===== src/ipr_map.vh =====
// Purpose: constants for the priority register bank, registers three to eight
// Assumes: plain register port, 16-bit data, index addressing
// Notes: offsets are word indices of this bank
`ifndef IPR_MAP_VH
`define IPR_MAP_VH

`define IPR_ADDR_W 3
`define IPR_DATA_W 16
`define IPR_NUM_REGS 6
`define IPR_OFS_REG3 3'h0
`define IPR_OFS_REG4 3'h1
`define IPR_OFS_REG5 3'h2
`define IPR_OFS_REG6 3'h3
`define IPR_OFS_REG7 3'h4
`define IPR_OFS_REG8 3'h5
`define IPR_FIELD_W 3
`define IPR_FIELD_RESET 3'h4
`define IPR_LEVEL_OFF 3'h0
`define IPR_FLD3_LSB 12
`define IPR_FLD2_LSB 8
`define IPR_FLD1_LSB 4
`define IPR_FLD0_LSB 0
`define IPR_MASK_REG3 16'h0777
`define IPR_MASK_REG4 16'h7077
`define IPR_MASK_FULL 16'h7777
`define IPR_RESET_REG3 16'h0444
`define IPR_RESET_REG4 16'h4044
`define IPR_RESET_FULL 16'h4444
`define IPR_ENABLE_RESET 22'h3f_ffff

`endif


===== src/ipr_bank.v =====
// Purpose: priority registers three to eight, exporting 22 source levels
// Assumes: software port with read data one cycle after the read strobe
// Notes: level 000 disables a source; levels feed arbitration outside
//
// Behaviour
// - fields are 3 bits, 7 highest, 1 lowest
// - field 000 disables the source's request
// - unimplemented bits read zero, writes ignored
// - each field resets to binary 100
// - fields read back last written value
// - register three: dma1, adc1, uart1 tx
// - register four: pin change, i2c1 master, slave
// - register five: capture 8, 7, adc2, ext1
// - register six: timer4, compare 4, 3, dma2
// - register seven: uart2 tx, rx, ext2, timer5
// - register eight: can1 event, rx, spi2 event, error
// - bits 15, 11, 7, 3 are spacers
//
// The placing of the registers and the strobed register port were left to the implementer.
`default_nettype none
`include "ipr_map.vh"

module ipr_bank
(
  // clock and reset
  input wire mclk,
  input wire rst,
  // register port
  input wire [`IPR_ADDR_W-1:0] addr,
  input wire [`IPR_DATA_W-1:0] wdata,
  input wire wr_stb,
  input wire rd_stb,
  output reg [`IPR_DATA_W-1:0] rdata,
  // levels to arbitration
  output reg [2:0] dma_ch1_done_level,
  output reg [2:0] adc_one_done_level,
  output reg [2:0] serial_one_tx_level,
  output reg [2:0] pin_change_level,
  output reg [2:0] i2c_one_master_level,
  output reg [2:0] i2c_one_slave_level,
  output reg [2:0] capture_eight_level,
  output reg [2:0] capture_seven_level,
  output reg [2:0] adc_two_done_level,
  output reg [2:0] ext_irq_one_level,
  output reg [2:0] timer_four_level,
  output reg [2:0] compare_four_level,
  output reg [2:0] compare_three_level,
  output reg [2:0] dma_ch2_done_level,
  output reg [2:0] serial_two_tx_level,
  output reg [2:0] serial_two_rx_level,
  output reg [2:0] ext_irq_two_level,
  output reg [2:0] timer_five_level,
  output reg [2:0] can_one_event_level,
  output reg [2:0] can_one_rx_level,
  output reg [2:0] spi_two_event_level,
  output reg [2:0] spi_two_error_level,
  // per-source request enable, low when level is 000
  output reg [21:0] source_enable
);

  ////////////////////////////////////////////////////////////////////////////
  // register storage
  wire [`IPR_DATA_W-1:0] word [0:`IPR_NUM_REGS-1];
  wire [`IPR_NUM_REGS-1:0] wr_sel;

  genvar gi;
  generate
    for (gi = 0; gi < `IPR_NUM_REGS; gi = gi + 1)
    begin : g_reg
      // registers three and four have one field missing
      localparam [15:0] MASK = (gi == 0) ? `IPR_MASK_REG3 :
        (gi == 1) ? `IPR_MASK_REG4 : `IPR_MASK_FULL;
      localparam [15:0] RST = (gi == 0) ? `IPR_RESET_REG3 :
        (gi == 1) ? `IPR_RESET_REG4 : `IPR_RESET_FULL;
      // word index of this register on the software port
      localparam [`IPR_ADDR_W-1:0] OFS = (gi == 0) ? `IPR_OFS_REG3 :
        (gi == 1) ? `IPR_OFS_REG4 :
        (gi == 2) ? `IPR_OFS_REG5 :
        (gi == 3) ? `IPR_OFS_REG6 :
        (gi == 4) ? `IPR_OFS_REG7 : `IPR_OFS_REG8;
      assign wr_sel[gi] = wr_stb && (addr == OFS);
      ipr_word
      #(
        .IMPL_MASK(MASK),
        .RESET_VAL(RST)
      )
      u_word
      (
        .mclk(mclk),
        .rst(rst),
        .wr_en(wr_sel[gi]),
        .wr_data(wdata),
        .value_reg(word[gi])
      );
    end
  endgenerate

  ////////////////////////////////////////////////////////////////////////////
  // read port, unmapped addresses read zero
  reg [`IPR_DATA_W-1:0] rd_word;

  always @*
  begin
    case (addr)
      `IPR_OFS_REG3: rd_word = word[0];
      `IPR_OFS_REG4: rd_word = word[1];
      `IPR_OFS_REG5: rd_word = word[2];
      `IPR_OFS_REG6: rd_word = word[3];
      `IPR_OFS_REG7: rd_word = word[4];
      `IPR_OFS_REG8: rd_word = word[5];
      default: rd_word = 16'h0000;
    endcase
  end

  // data stands one cycle only, so a stale word never lingers
  always @(posedge mclk)
  begin
    if (rst)
      rdata <= 16'h0000;
    else if (rd_stb)
      rdata <= rd_word;
    else
      rdata <= 16'h0000;
  end

  ////////////////////////////////////////////////////////////////////////////
  // next register words: the level flops load on the same edge as
  // the register, so an exported level never lags its readback
  wire [`IPR_DATA_W-1:0] word0_next;
  wire [`IPR_DATA_W-1:0] word1_next;
  wire [`IPR_DATA_W-1:0] word2_next;
  wire [`IPR_DATA_W-1:0] word3_next;
  wire [`IPR_DATA_W-1:0] word4_next;
  wire [`IPR_DATA_W-1:0] word5_next;

  assign word0_next = wr_sel[0] ? (wdata & `IPR_MASK_REG3) : word[0];
  assign word1_next = wr_sel[1] ? (wdata & `IPR_MASK_REG4) : word[1];
  assign word2_next = wr_sel[2] ? (wdata & `IPR_MASK_FULL) : word[2];
  assign word3_next = wr_sel[3] ? (wdata & `IPR_MASK_FULL) : word[3];
  assign word4_next = wr_sel[4] ? (wdata & `IPR_MASK_FULL) : word[4];
  assign word5_next = wr_sel[5] ? (wdata & `IPR_MASK_FULL) : word[5];

  // field slices per source; spacer bits never reach a level
  // register three
  wire [2:0] dma_ch1_done_level_next =
    word0_next[`IPR_FLD2_LSB +: `IPR_FIELD_W];
  wire [2:0] adc_one_done_level_next =
    word0_next[`IPR_FLD1_LSB +: `IPR_FIELD_W];
  wire [2:0] serial_one_tx_level_next =
    word0_next[`IPR_FLD0_LSB +: `IPR_FIELD_W];

  // register four
  wire [2:0] pin_change_level_next =
    word1_next[`IPR_FLD3_LSB +: `IPR_FIELD_W];
  wire [2:0] i2c_one_master_level_next =
    word1_next[`IPR_FLD1_LSB +: `IPR_FIELD_W];
  wire [2:0] i2c_one_slave_level_next =
    word1_next[`IPR_FLD0_LSB +: `IPR_FIELD_W];

  // register five
  wire [2:0] capture_eight_level_next =
    word2_next[`IPR_FLD3_LSB +: `IPR_FIELD_W];
  wire [2:0] capture_seven_level_next =
    word2_next[`IPR_FLD2_LSB +: `IPR_FIELD_W];
  wire [2:0] adc_two_done_level_next =
    word2_next[`IPR_FLD1_LSB +: `IPR_FIELD_W];
  wire [2:0] ext_irq_one_level_next =
    word2_next[`IPR_FLD0_LSB +: `IPR_FIELD_W];

  // register six
  wire [2:0] timer_four_level_next =
    word3_next[`IPR_FLD3_LSB +: `IPR_FIELD_W];
  wire [2:0] compare_four_level_next =
    word3_next[`IPR_FLD2_LSB +: `IPR_FIELD_W];
  wire [2:0] compare_three_level_next =
    word3_next[`IPR_FLD1_LSB +: `IPR_FIELD_W];
  wire [2:0] dma_ch2_done_level_next =
    word3_next[`IPR_FLD0_LSB +: `IPR_FIELD_W];

  // register seven
  wire [2:0] serial_two_tx_level_next =
    word4_next[`IPR_FLD3_LSB +: `IPR_FIELD_W];
  wire [2:0] serial_two_rx_level_next =
    word4_next[`IPR_FLD2_LSB +: `IPR_FIELD_W];
  wire [2:0] ext_irq_two_level_next =
    word4_next[`IPR_FLD1_LSB +: `IPR_FIELD_W];
  wire [2:0] timer_five_level_next =
    word4_next[`IPR_FLD0_LSB +: `IPR_FIELD_W];

  // register eight
  wire [2:0] can_one_event_level_next =
    word5_next[`IPR_FLD3_LSB +: `IPR_FIELD_W];
  wire [2:0] can_one_rx_level_next =
    word5_next[`IPR_FLD2_LSB +: `IPR_FIELD_W];
  wire [2:0] spi_two_event_level_next =
    word5_next[`IPR_FLD1_LSB +: `IPR_FIELD_W];
  wire [2:0] spi_two_error_level_next =
    word5_next[`IPR_FLD0_LSB +: `IPR_FIELD_W];

  // flattened next levels, source order matches source_enable bits
  wire [65:0] lv_next = {
    dma_ch1_done_level_next,
    adc_one_done_level_next,
    serial_one_tx_level_next,
    pin_change_level_next,
    i2c_one_master_level_next,
    i2c_one_slave_level_next,
    capture_eight_level_next,
    capture_seven_level_next,
    adc_two_done_level_next,
    ext_irq_one_level_next,
    timer_four_level_next,
    compare_four_level_next,
    compare_three_level_next,
    dma_ch2_done_level_next,
    serial_two_tx_level_next,
    serial_two_rx_level_next,
    ext_irq_two_level_next,
    timer_five_level_next,
    can_one_event_level_next,
    can_one_rx_level_next,
    spi_two_event_level_next,
    spi_two_error_level_next};

  wire [21:0] en_next;
  generate
    for (gi = 0; gi < 22; gi = gi + 1)
    begin : g_en
      assign en_next[gi] =
        (lv_next[gi*3 +: 3] != `IPR_LEVEL_OFF);
    end
  endgenerate

  ////////////////////////////////////////////////////////////////////////////
  // level flops; reset puts every source at the middle level
  // registers three and four
  always @(posedge mclk)
  begin
    if (rst)
    begin
      dma_ch1_done_level <= `IPR_FIELD_RESET;
      adc_one_done_level <= `IPR_FIELD_RESET;
      serial_one_tx_level <= `IPR_FIELD_RESET;
      pin_change_level <= `IPR_FIELD_RESET;
      i2c_one_master_level <= `IPR_FIELD_RESET;
      i2c_one_slave_level <= `IPR_FIELD_RESET;
    end
    else
    begin
      dma_ch1_done_level <= dma_ch1_done_level_next;
      adc_one_done_level <= adc_one_done_level_next;
      serial_one_tx_level <= serial_one_tx_level_next;
      pin_change_level <= pin_change_level_next;
      i2c_one_master_level <= i2c_one_master_level_next;
      i2c_one_slave_level <= i2c_one_slave_level_next;
    end
  end

  // registers five and six
  always @(posedge mclk)
  begin
    if (rst)
    begin
      capture_eight_level <= `IPR_FIELD_RESET;
      capture_seven_level <= `IPR_FIELD_RESET;
      adc_two_done_level <= `IPR_FIELD_RESET;
      ext_irq_one_level <= `IPR_FIELD_RESET;
      timer_four_level <= `IPR_FIELD_RESET;
      compare_four_level <= `IPR_FIELD_RESET;
      compare_three_level <= `IPR_FIELD_RESET;
      dma_ch2_done_level <= `IPR_FIELD_RESET;
    end
    else
    begin
      capture_eight_level <= capture_eight_level_next;
      capture_seven_level <= capture_seven_level_next;
      adc_two_done_level <= adc_two_done_level_next;
      ext_irq_one_level <= ext_irq_one_level_next;
      timer_four_level <= timer_four_level_next;
      compare_four_level <= compare_four_level_next;
      compare_three_level <= compare_three_level_next;
      dma_ch2_done_level <= dma_ch2_done_level_next;
    end
  end

  // registers seven and eight
  always @(posedge mclk)
  begin
    if (rst)
    begin
      serial_two_tx_level <= `IPR_FIELD_RESET;
      serial_two_rx_level <= `IPR_FIELD_RESET;
      ext_irq_two_level <= `IPR_FIELD_RESET;
      timer_five_level <= `IPR_FIELD_RESET;
      can_one_event_level <= `IPR_FIELD_RESET;
      can_one_rx_level <= `IPR_FIELD_RESET;
      spi_two_event_level <= `IPR_FIELD_RESET;
      spi_two_error_level <= `IPR_FIELD_RESET;
    end
    else
    begin
      serial_two_tx_level <= serial_two_tx_level_next;
      serial_two_rx_level <= serial_two_rx_level_next;
      ext_irq_two_level <= ext_irq_two_level_next;
      timer_five_level <= timer_five_level_next;
      can_one_event_level <= can_one_event_level_next;
      can_one_rx_level <= can_one_rx_level_next;
      spi_two_event_level <= spi_two_event_level_next;
      spi_two_error_level <= spi_two_error_level_next;
    end
  end

  // request enables; low while a source's level is 000
  always @(posedge mclk)
  begin
    if (rst)
      source_enable <= `IPR_ENABLE_RESET;
    else
      source_enable <= en_next;
  end

endmodule // ipr_bank

`default_nettype wire


===== src/ipr_word.v =====
// Purpose: one 16-bit priority register with an implemented-bit mask
// Assumes: synchronous active-high reset on mclk
// Notes: unimplemented bits are never stored, so they always read zero
`default_nettype none

module ipr_word
#(
  parameter [15:0] IMPL_MASK = 16'h7777,
  parameter [15:0] RESET_VAL = 16'h4444
)
(
  // clock and reset
  input wire mclk,
  input wire rst,
  // write side
  input wire wr_en,
  input wire [15:0] wr_data,
  // stored value
  output reg [15:0] value_reg
);

  always @(posedge mclk)
  begin
    if (rst)
      value_reg <= RESET_VAL & IMPL_MASK;
    else if (wr_en)
      value_reg <= wr_data & IMPL_MASK;
  end

endmodule // ipr_word

`default_nettype wire


===== config.mk =====
export PLATFORM = sky130hd
export DESIGN_NAME = ipr_bank
export DESIGN_NICKNAME = d
export VERILOG_FILES = /design/src/ipr_bank.v /design/src/ipr_word.v
export VERILOG_INCLUDE_DIRS = /design/src /design/src/src
export SDC_FILE = /design/constraint.sdc
export NUM_CORES = 1
export LEC_CHECK = 0
export BUFFER_PORTS_ARGS = -buffer_cell sky130_fd_sc_hd__buf_2
export CAP_MARGIN = 30
export CELL_PAD_IN_SITES_DETAIL_PLACEMENT = 1
export CELL_PAD_IN_SITES_GLOBAL_PLACEMENT = 1
export CORE_MARGIN = 3
export CORE_UTILIZATION = 43
export CTS_BUF_LIST = sky130_fd_sc_hd__clkbuf_4 sky130_fd_sc_hd__clkbuf_8
export DETAILED_ROUTE_END_ITERATION = 7
export GPL_TIMING_DRIVEN = 1
export PLACE_DENSITY_LB_ADDON = 0.2
export SETUP_SLACK_MARGIN = 0.05
export SYNTH_ARGS = -nofsm -noshare
export SYNTH_HDL_FRONTEND = slang
export SYNTH_SLANG_ARGS = --single-unit

===== constraint.sdc =====
create_clock -name mclk -period 4.1 [get_ports mclk]
set_input_delay 0.82 -clock mclk [delete_from_list [all_inputs] [get_ports mclk]]
set_output_delay 0.82 -clock mclk [all_outputs]
set_load 0.02 [all_outputs]

Word-level counts from Yosys, hierarchy flattened. Index checks and enable logic that the tools add are counted.

Output and inout bits: 104. Register bits: 170. Word-level logic and storage cells: 73. Input port bits: 23.

Reductions and logical operators: 30. Equal/unequal tests: 5. Mux-type cells: 7. Bitwise gates (word level): 1.

Operator list (count): 15-bit one-hot mux with 6 select lines (1); 15-bit 2-to-1 mux (5); 3-bit nonzero test (22); 11-bit 2-to-1 mux (1); 3-bit by 2-bit equality test with 1-bit output, second input constant (2); 3-bit equality test, second input constant (2); 1-bit logical AND (6); 3-bit by 1-bit equality test with 1-bit output, second input constant (1); 3-bit logical NOT (1); 2-bit OR reduction (1); 1-bit inverter (1).

Logic depth before layout (Yosys ltp).
Depth after elaboration: 4. Depth in mapped cells: 6. Gate-level depth less buffers: 3.

Hierarchy. A second synthesis with hierarchy kept.

Cells, all modules: 703. Area, all modules: 7075.5 um2.

By module, submodules not included: ipr_bank (instances 1, area each 4383.0 um2, cells an instance 453, seq. area each 2082.0 um2); ipr_word at g_reg[2].u_word ... (instances 4, area each 480.5 um2, cells an instance 44, seq. area each 240.2 um2); ipr_word at g_reg[0].u_word ... (instances 2, area each 385.4 um2, cells an instance 37, seq. area each 180.2 um2).

Worst setup path before layout. No wires, ideal clock.

Path kind: input to register. Start point: input port addr[0]. End point: register source_enable[14]. Arrival: 1814 ps. Data required time: 3969 ps. Library setup time: 131 ps. Buffers on the path: 2. Slack: 2155 ps. Stages on the path: 5. Cell sequence: buf_2 and4bb_2 buf_4 mux2i_1 nand4b_1.

Longest elaborated chain between the ends: 4.

RTL lines: start: declaration (line ipr_bank.v:29) `` input wire [`IPR_ADDR_W-1:0] addr, ``; 3-bit by 2-bit equality test with 1-bit output (line ipr_bank.v:81) `assign wr_sel[gi] = wr_stb && (addr == OFS);`; 1-bit logical AND (line ipr_bank.v:81); 15-bit 2-to-1 mux; 3-bit nonzero test (no source line); end signal: assignment (line ipr_bank.v:317) `` source_enable <= `IPR_ENABLE_RESET; ``; end signal: assignment (line ipr_bank.v:319) `source_enable <= en_next;`; end: declaration (line ipr_bank.v:58) `output reg [21:0] source_enable`.

No other way between the ends. A chain may end at the register's enable or synchronous reset.

Worst setup path after layout.
Start point: input port addr[0]. End point: register source_enable[17].

Longest elaborated chain between the ends: 4.

RTL lines (line): 3-bit by 1-bit equality test with 1-bit output (ipr_bank.v:81); 1-bit logical AND (ipr_bank.v:81); 15-bit 2-to-1 mux; 3-bit nonzero test (no source line).

No other way between the ends.

==> summary.md <==
| Metric | Value |
|---|---|
| I/O pin count | 127 |
| CP startpoint | addr[0] |
| Total Power | 1.919 mW |
| Initial antenna violation count | 0 |
| Internal | 1.415 mW |
| Pwr dens | 387.9 nW/µm² |
| HP Start | g_reg[4].u_word.value_reg[4] |
| Max-Cap Viols | 0 |
| Die ar. | 10,800 µm² |
| Synthesis warning total | 0 |
| Async SR Flop Fraction | 0% |
| Root buffer cell | clkbuf_8 |
| Crit end category | register |
| Clock sinks | 100 |
| R2R Path Start | g_reg[5].u_word.value_reg[14] |
| Tcrit/Tclk final | 59.99% |
| Cts hold-fix bufs | 0 |
| Clk pwr share | 37.1% |
| Worst-skew pair later-pin latency | 0.36 ns |
| Setup bufs post-CTS | 0 |
| Placed cells | 634 |
| Grt total ovfl | 0 |
| # port buffers | 118 |
| Vias per std cell | 5.300 |
| ANT cells | 0 |
| Row count | 35 |
| Post-DP HPWL | 8833 µm |
| Final Hold Fails | 0 |
| Share of cells above drive strength 1 | 28.79% |
| Run status | finished, final reports clean |
| HP Class | reg2reg |
| H-tree levels | 3 |
| Clock Skew | 0.01079 ns |
| Mean Syn Cell Area | 9.845 µm² |
| Yosys reg bits | 100 |
| Rel. slew slack | 47.90% |
| Sw Ratio | 26.29% |
| Largest net degree at the start of global routing | 89 |
| Switching pwr | 0.5045 mW |
| Placed cell areas | 4718 µm² |
| CTS resizes | 0 |
| DR vias | 3,445 |
| Most frequent cells in the layout | buf_2 (118), dfxtp_1 (100), mux2i_1 (56) |
| Critical path required time | 4.34 ns |
| Die H | 103.9 µm |
| Fin crit period | 2.459 ns |
| Core Footprint | 9284 µm² |
| Final nets | 539 |
| Post-DRT Antenna Nets | 0 |
| Design area | 4947 µm² |
| Max clock buf depth | 2 |
| Worst vdd ir | 0.1883 mV |
| Final setup viols | 0 |
| Netlist cell types | 44 |
| Clock slew at reported path FFs | 0.10 ns |
| Commonest non-fill, non-tap cell in the layout | buf_2 |
| Max FFs per register | 50 |
| Synthesized area | 4125 µm² |
| Setup CP Type | in2reg |
| Final Non-Filler Cells | 650 |
| Final core occ | 53.29% |
| Post-synth EDFFs | 0 |
| WL final | 11,830 µm |
| Startpoint types | input pin |
| Post-Syn Instances | 419 |
| First-pass GRT wire length | 18,940 µm |
| CTS tree | yes |
| Initial core utilization | 44.43% |
| Worst-Margin Slew | 0.7815 ns |
| Sequential power share | 52.7% |
| Ys flop type | dfxtp_1 |
| Crit path DAT | 2.69 ns |
| Wire per inst | 18.20 µm |
| Pleak | 2.103 nW |
| Setup TNS | 0 ns |
| Comb power frac | 10.2% |
| Tot GR Track Use | 21.77% |
| Slew Limit Fails | 0 |
| Crit-path max FO | 36 |
| Vias in the first global route | 3,504 |
| Register area share after synthesis | 48.53% |
| Max Clock Freq | 406.6 MHz |
| Syn-to-layout area delta | 19.93% |
| CTS Buf Count | 9 |
| DRC | 0 |
| Die W | 103.9 µm |
| GP Congestion | 0.7701 |
| Detailed Routing Iterations Pass 1 | 4 |
| RSZ-0062 raised after global routing | no |
| DR iter-0 viols | 129 |
## final timing paths
check	end	slack, ns	cells after the start
max	source_enable[17]	1.64	5
min	g_reg[4].u_word.value_reg[4]	0.50	2
max reg2reg	rdata[14]	2.88	3
min reg2reg	g_reg[4].u_word.value_reg[4]	0.50	2
## power groups by stage
stage / clock network (mW) / registers, mW / logic (mW)
finish: 0.713 / 1.01 / 0.195
detailed placement: 0 / 1.03 / 0.194
global route: 0.776 / 1.01 / 0.210
floorplan: 0 / 1.06 / 0.108
global placement: 0 / 1.03 / 0.189
CTS: 0.732 / 1.01 / 0.195
## cells in the mapped netlist, types with 3 or more instances
cell type / n / area (µm²)
buf_6: 3 / 33.78
nor2_1: 29 / 108.9
a211oi_1: 6 / 45.04
mux4_2: 3 / 67.56
clkbuf_1: 17 / 63.81
a21oi_1: 20 / 100.1
a31oi_1: 3 / 18.77
nand3b_1: 8 / 60.06
buf_2: 9 / 45.04
dfxtp_1: 100 / 2002
nand2b_1: 15 / 93.84
nand2_1: 54 / 202.7
mux2i_1: 56 / 560.5
nand4b_1: 16 / 140.1
o21bai_1: 8 / 60.06
nor4_1: 16 / 100.1
buf_4: 10 / 75.07
o22ai_1: 3 / 18.77
a21boi_0: 4 / 30.03
inv_1: 4 / 15.01
## kinds of logic after synthesis
family,Yosys count,synth area share (%)
buffers and inverters,45,5.884
muxes,61,15.77
other,1,0.09090
AOI/OAI and AO/OA,56,9.039
and+or+nand+nor,156,20.69
DFF,100,48.53
## critical path, stage by stage
cell	delay (ns)
buf_2	0.59
nor4bb_2	0.61
buf_4	0.28
mux2i_1	0.26
nand4b_1	0.13
## per-layer routing
| metal | track usage, % | wire [µm] |
|---|---|---|
| met1 | 30.23 | 5778 |
| met2 | 33.98 | 5346 |
| met3 | 4.904 | 540 |
| met4 | 6.363 | 168 |
| met5 | 0 | 0 |
## layout make-up
class	count	area, µm²
tap	129	161.4
inverter	4	15.01
timing repair buffer	124	635.6
clock buffer	9	123.9
multi-input combinational	277	1904
fill	1107	4337
clock inverter	7	105.1
sequential	100	2002
## through the flow
stage | hold WS [ns] | setup slack, ns
after floorplan | 0.5528 | 2.155
after global placement | 0.4732 | 1.317
after detailed placement | 0.4921 | 1.275
after CTS | 0.5072 | 1.653
after global routing | 0.5367 | 1.496
final | 0.5047 | 1.641
Power figures use the tool's default switching activity.
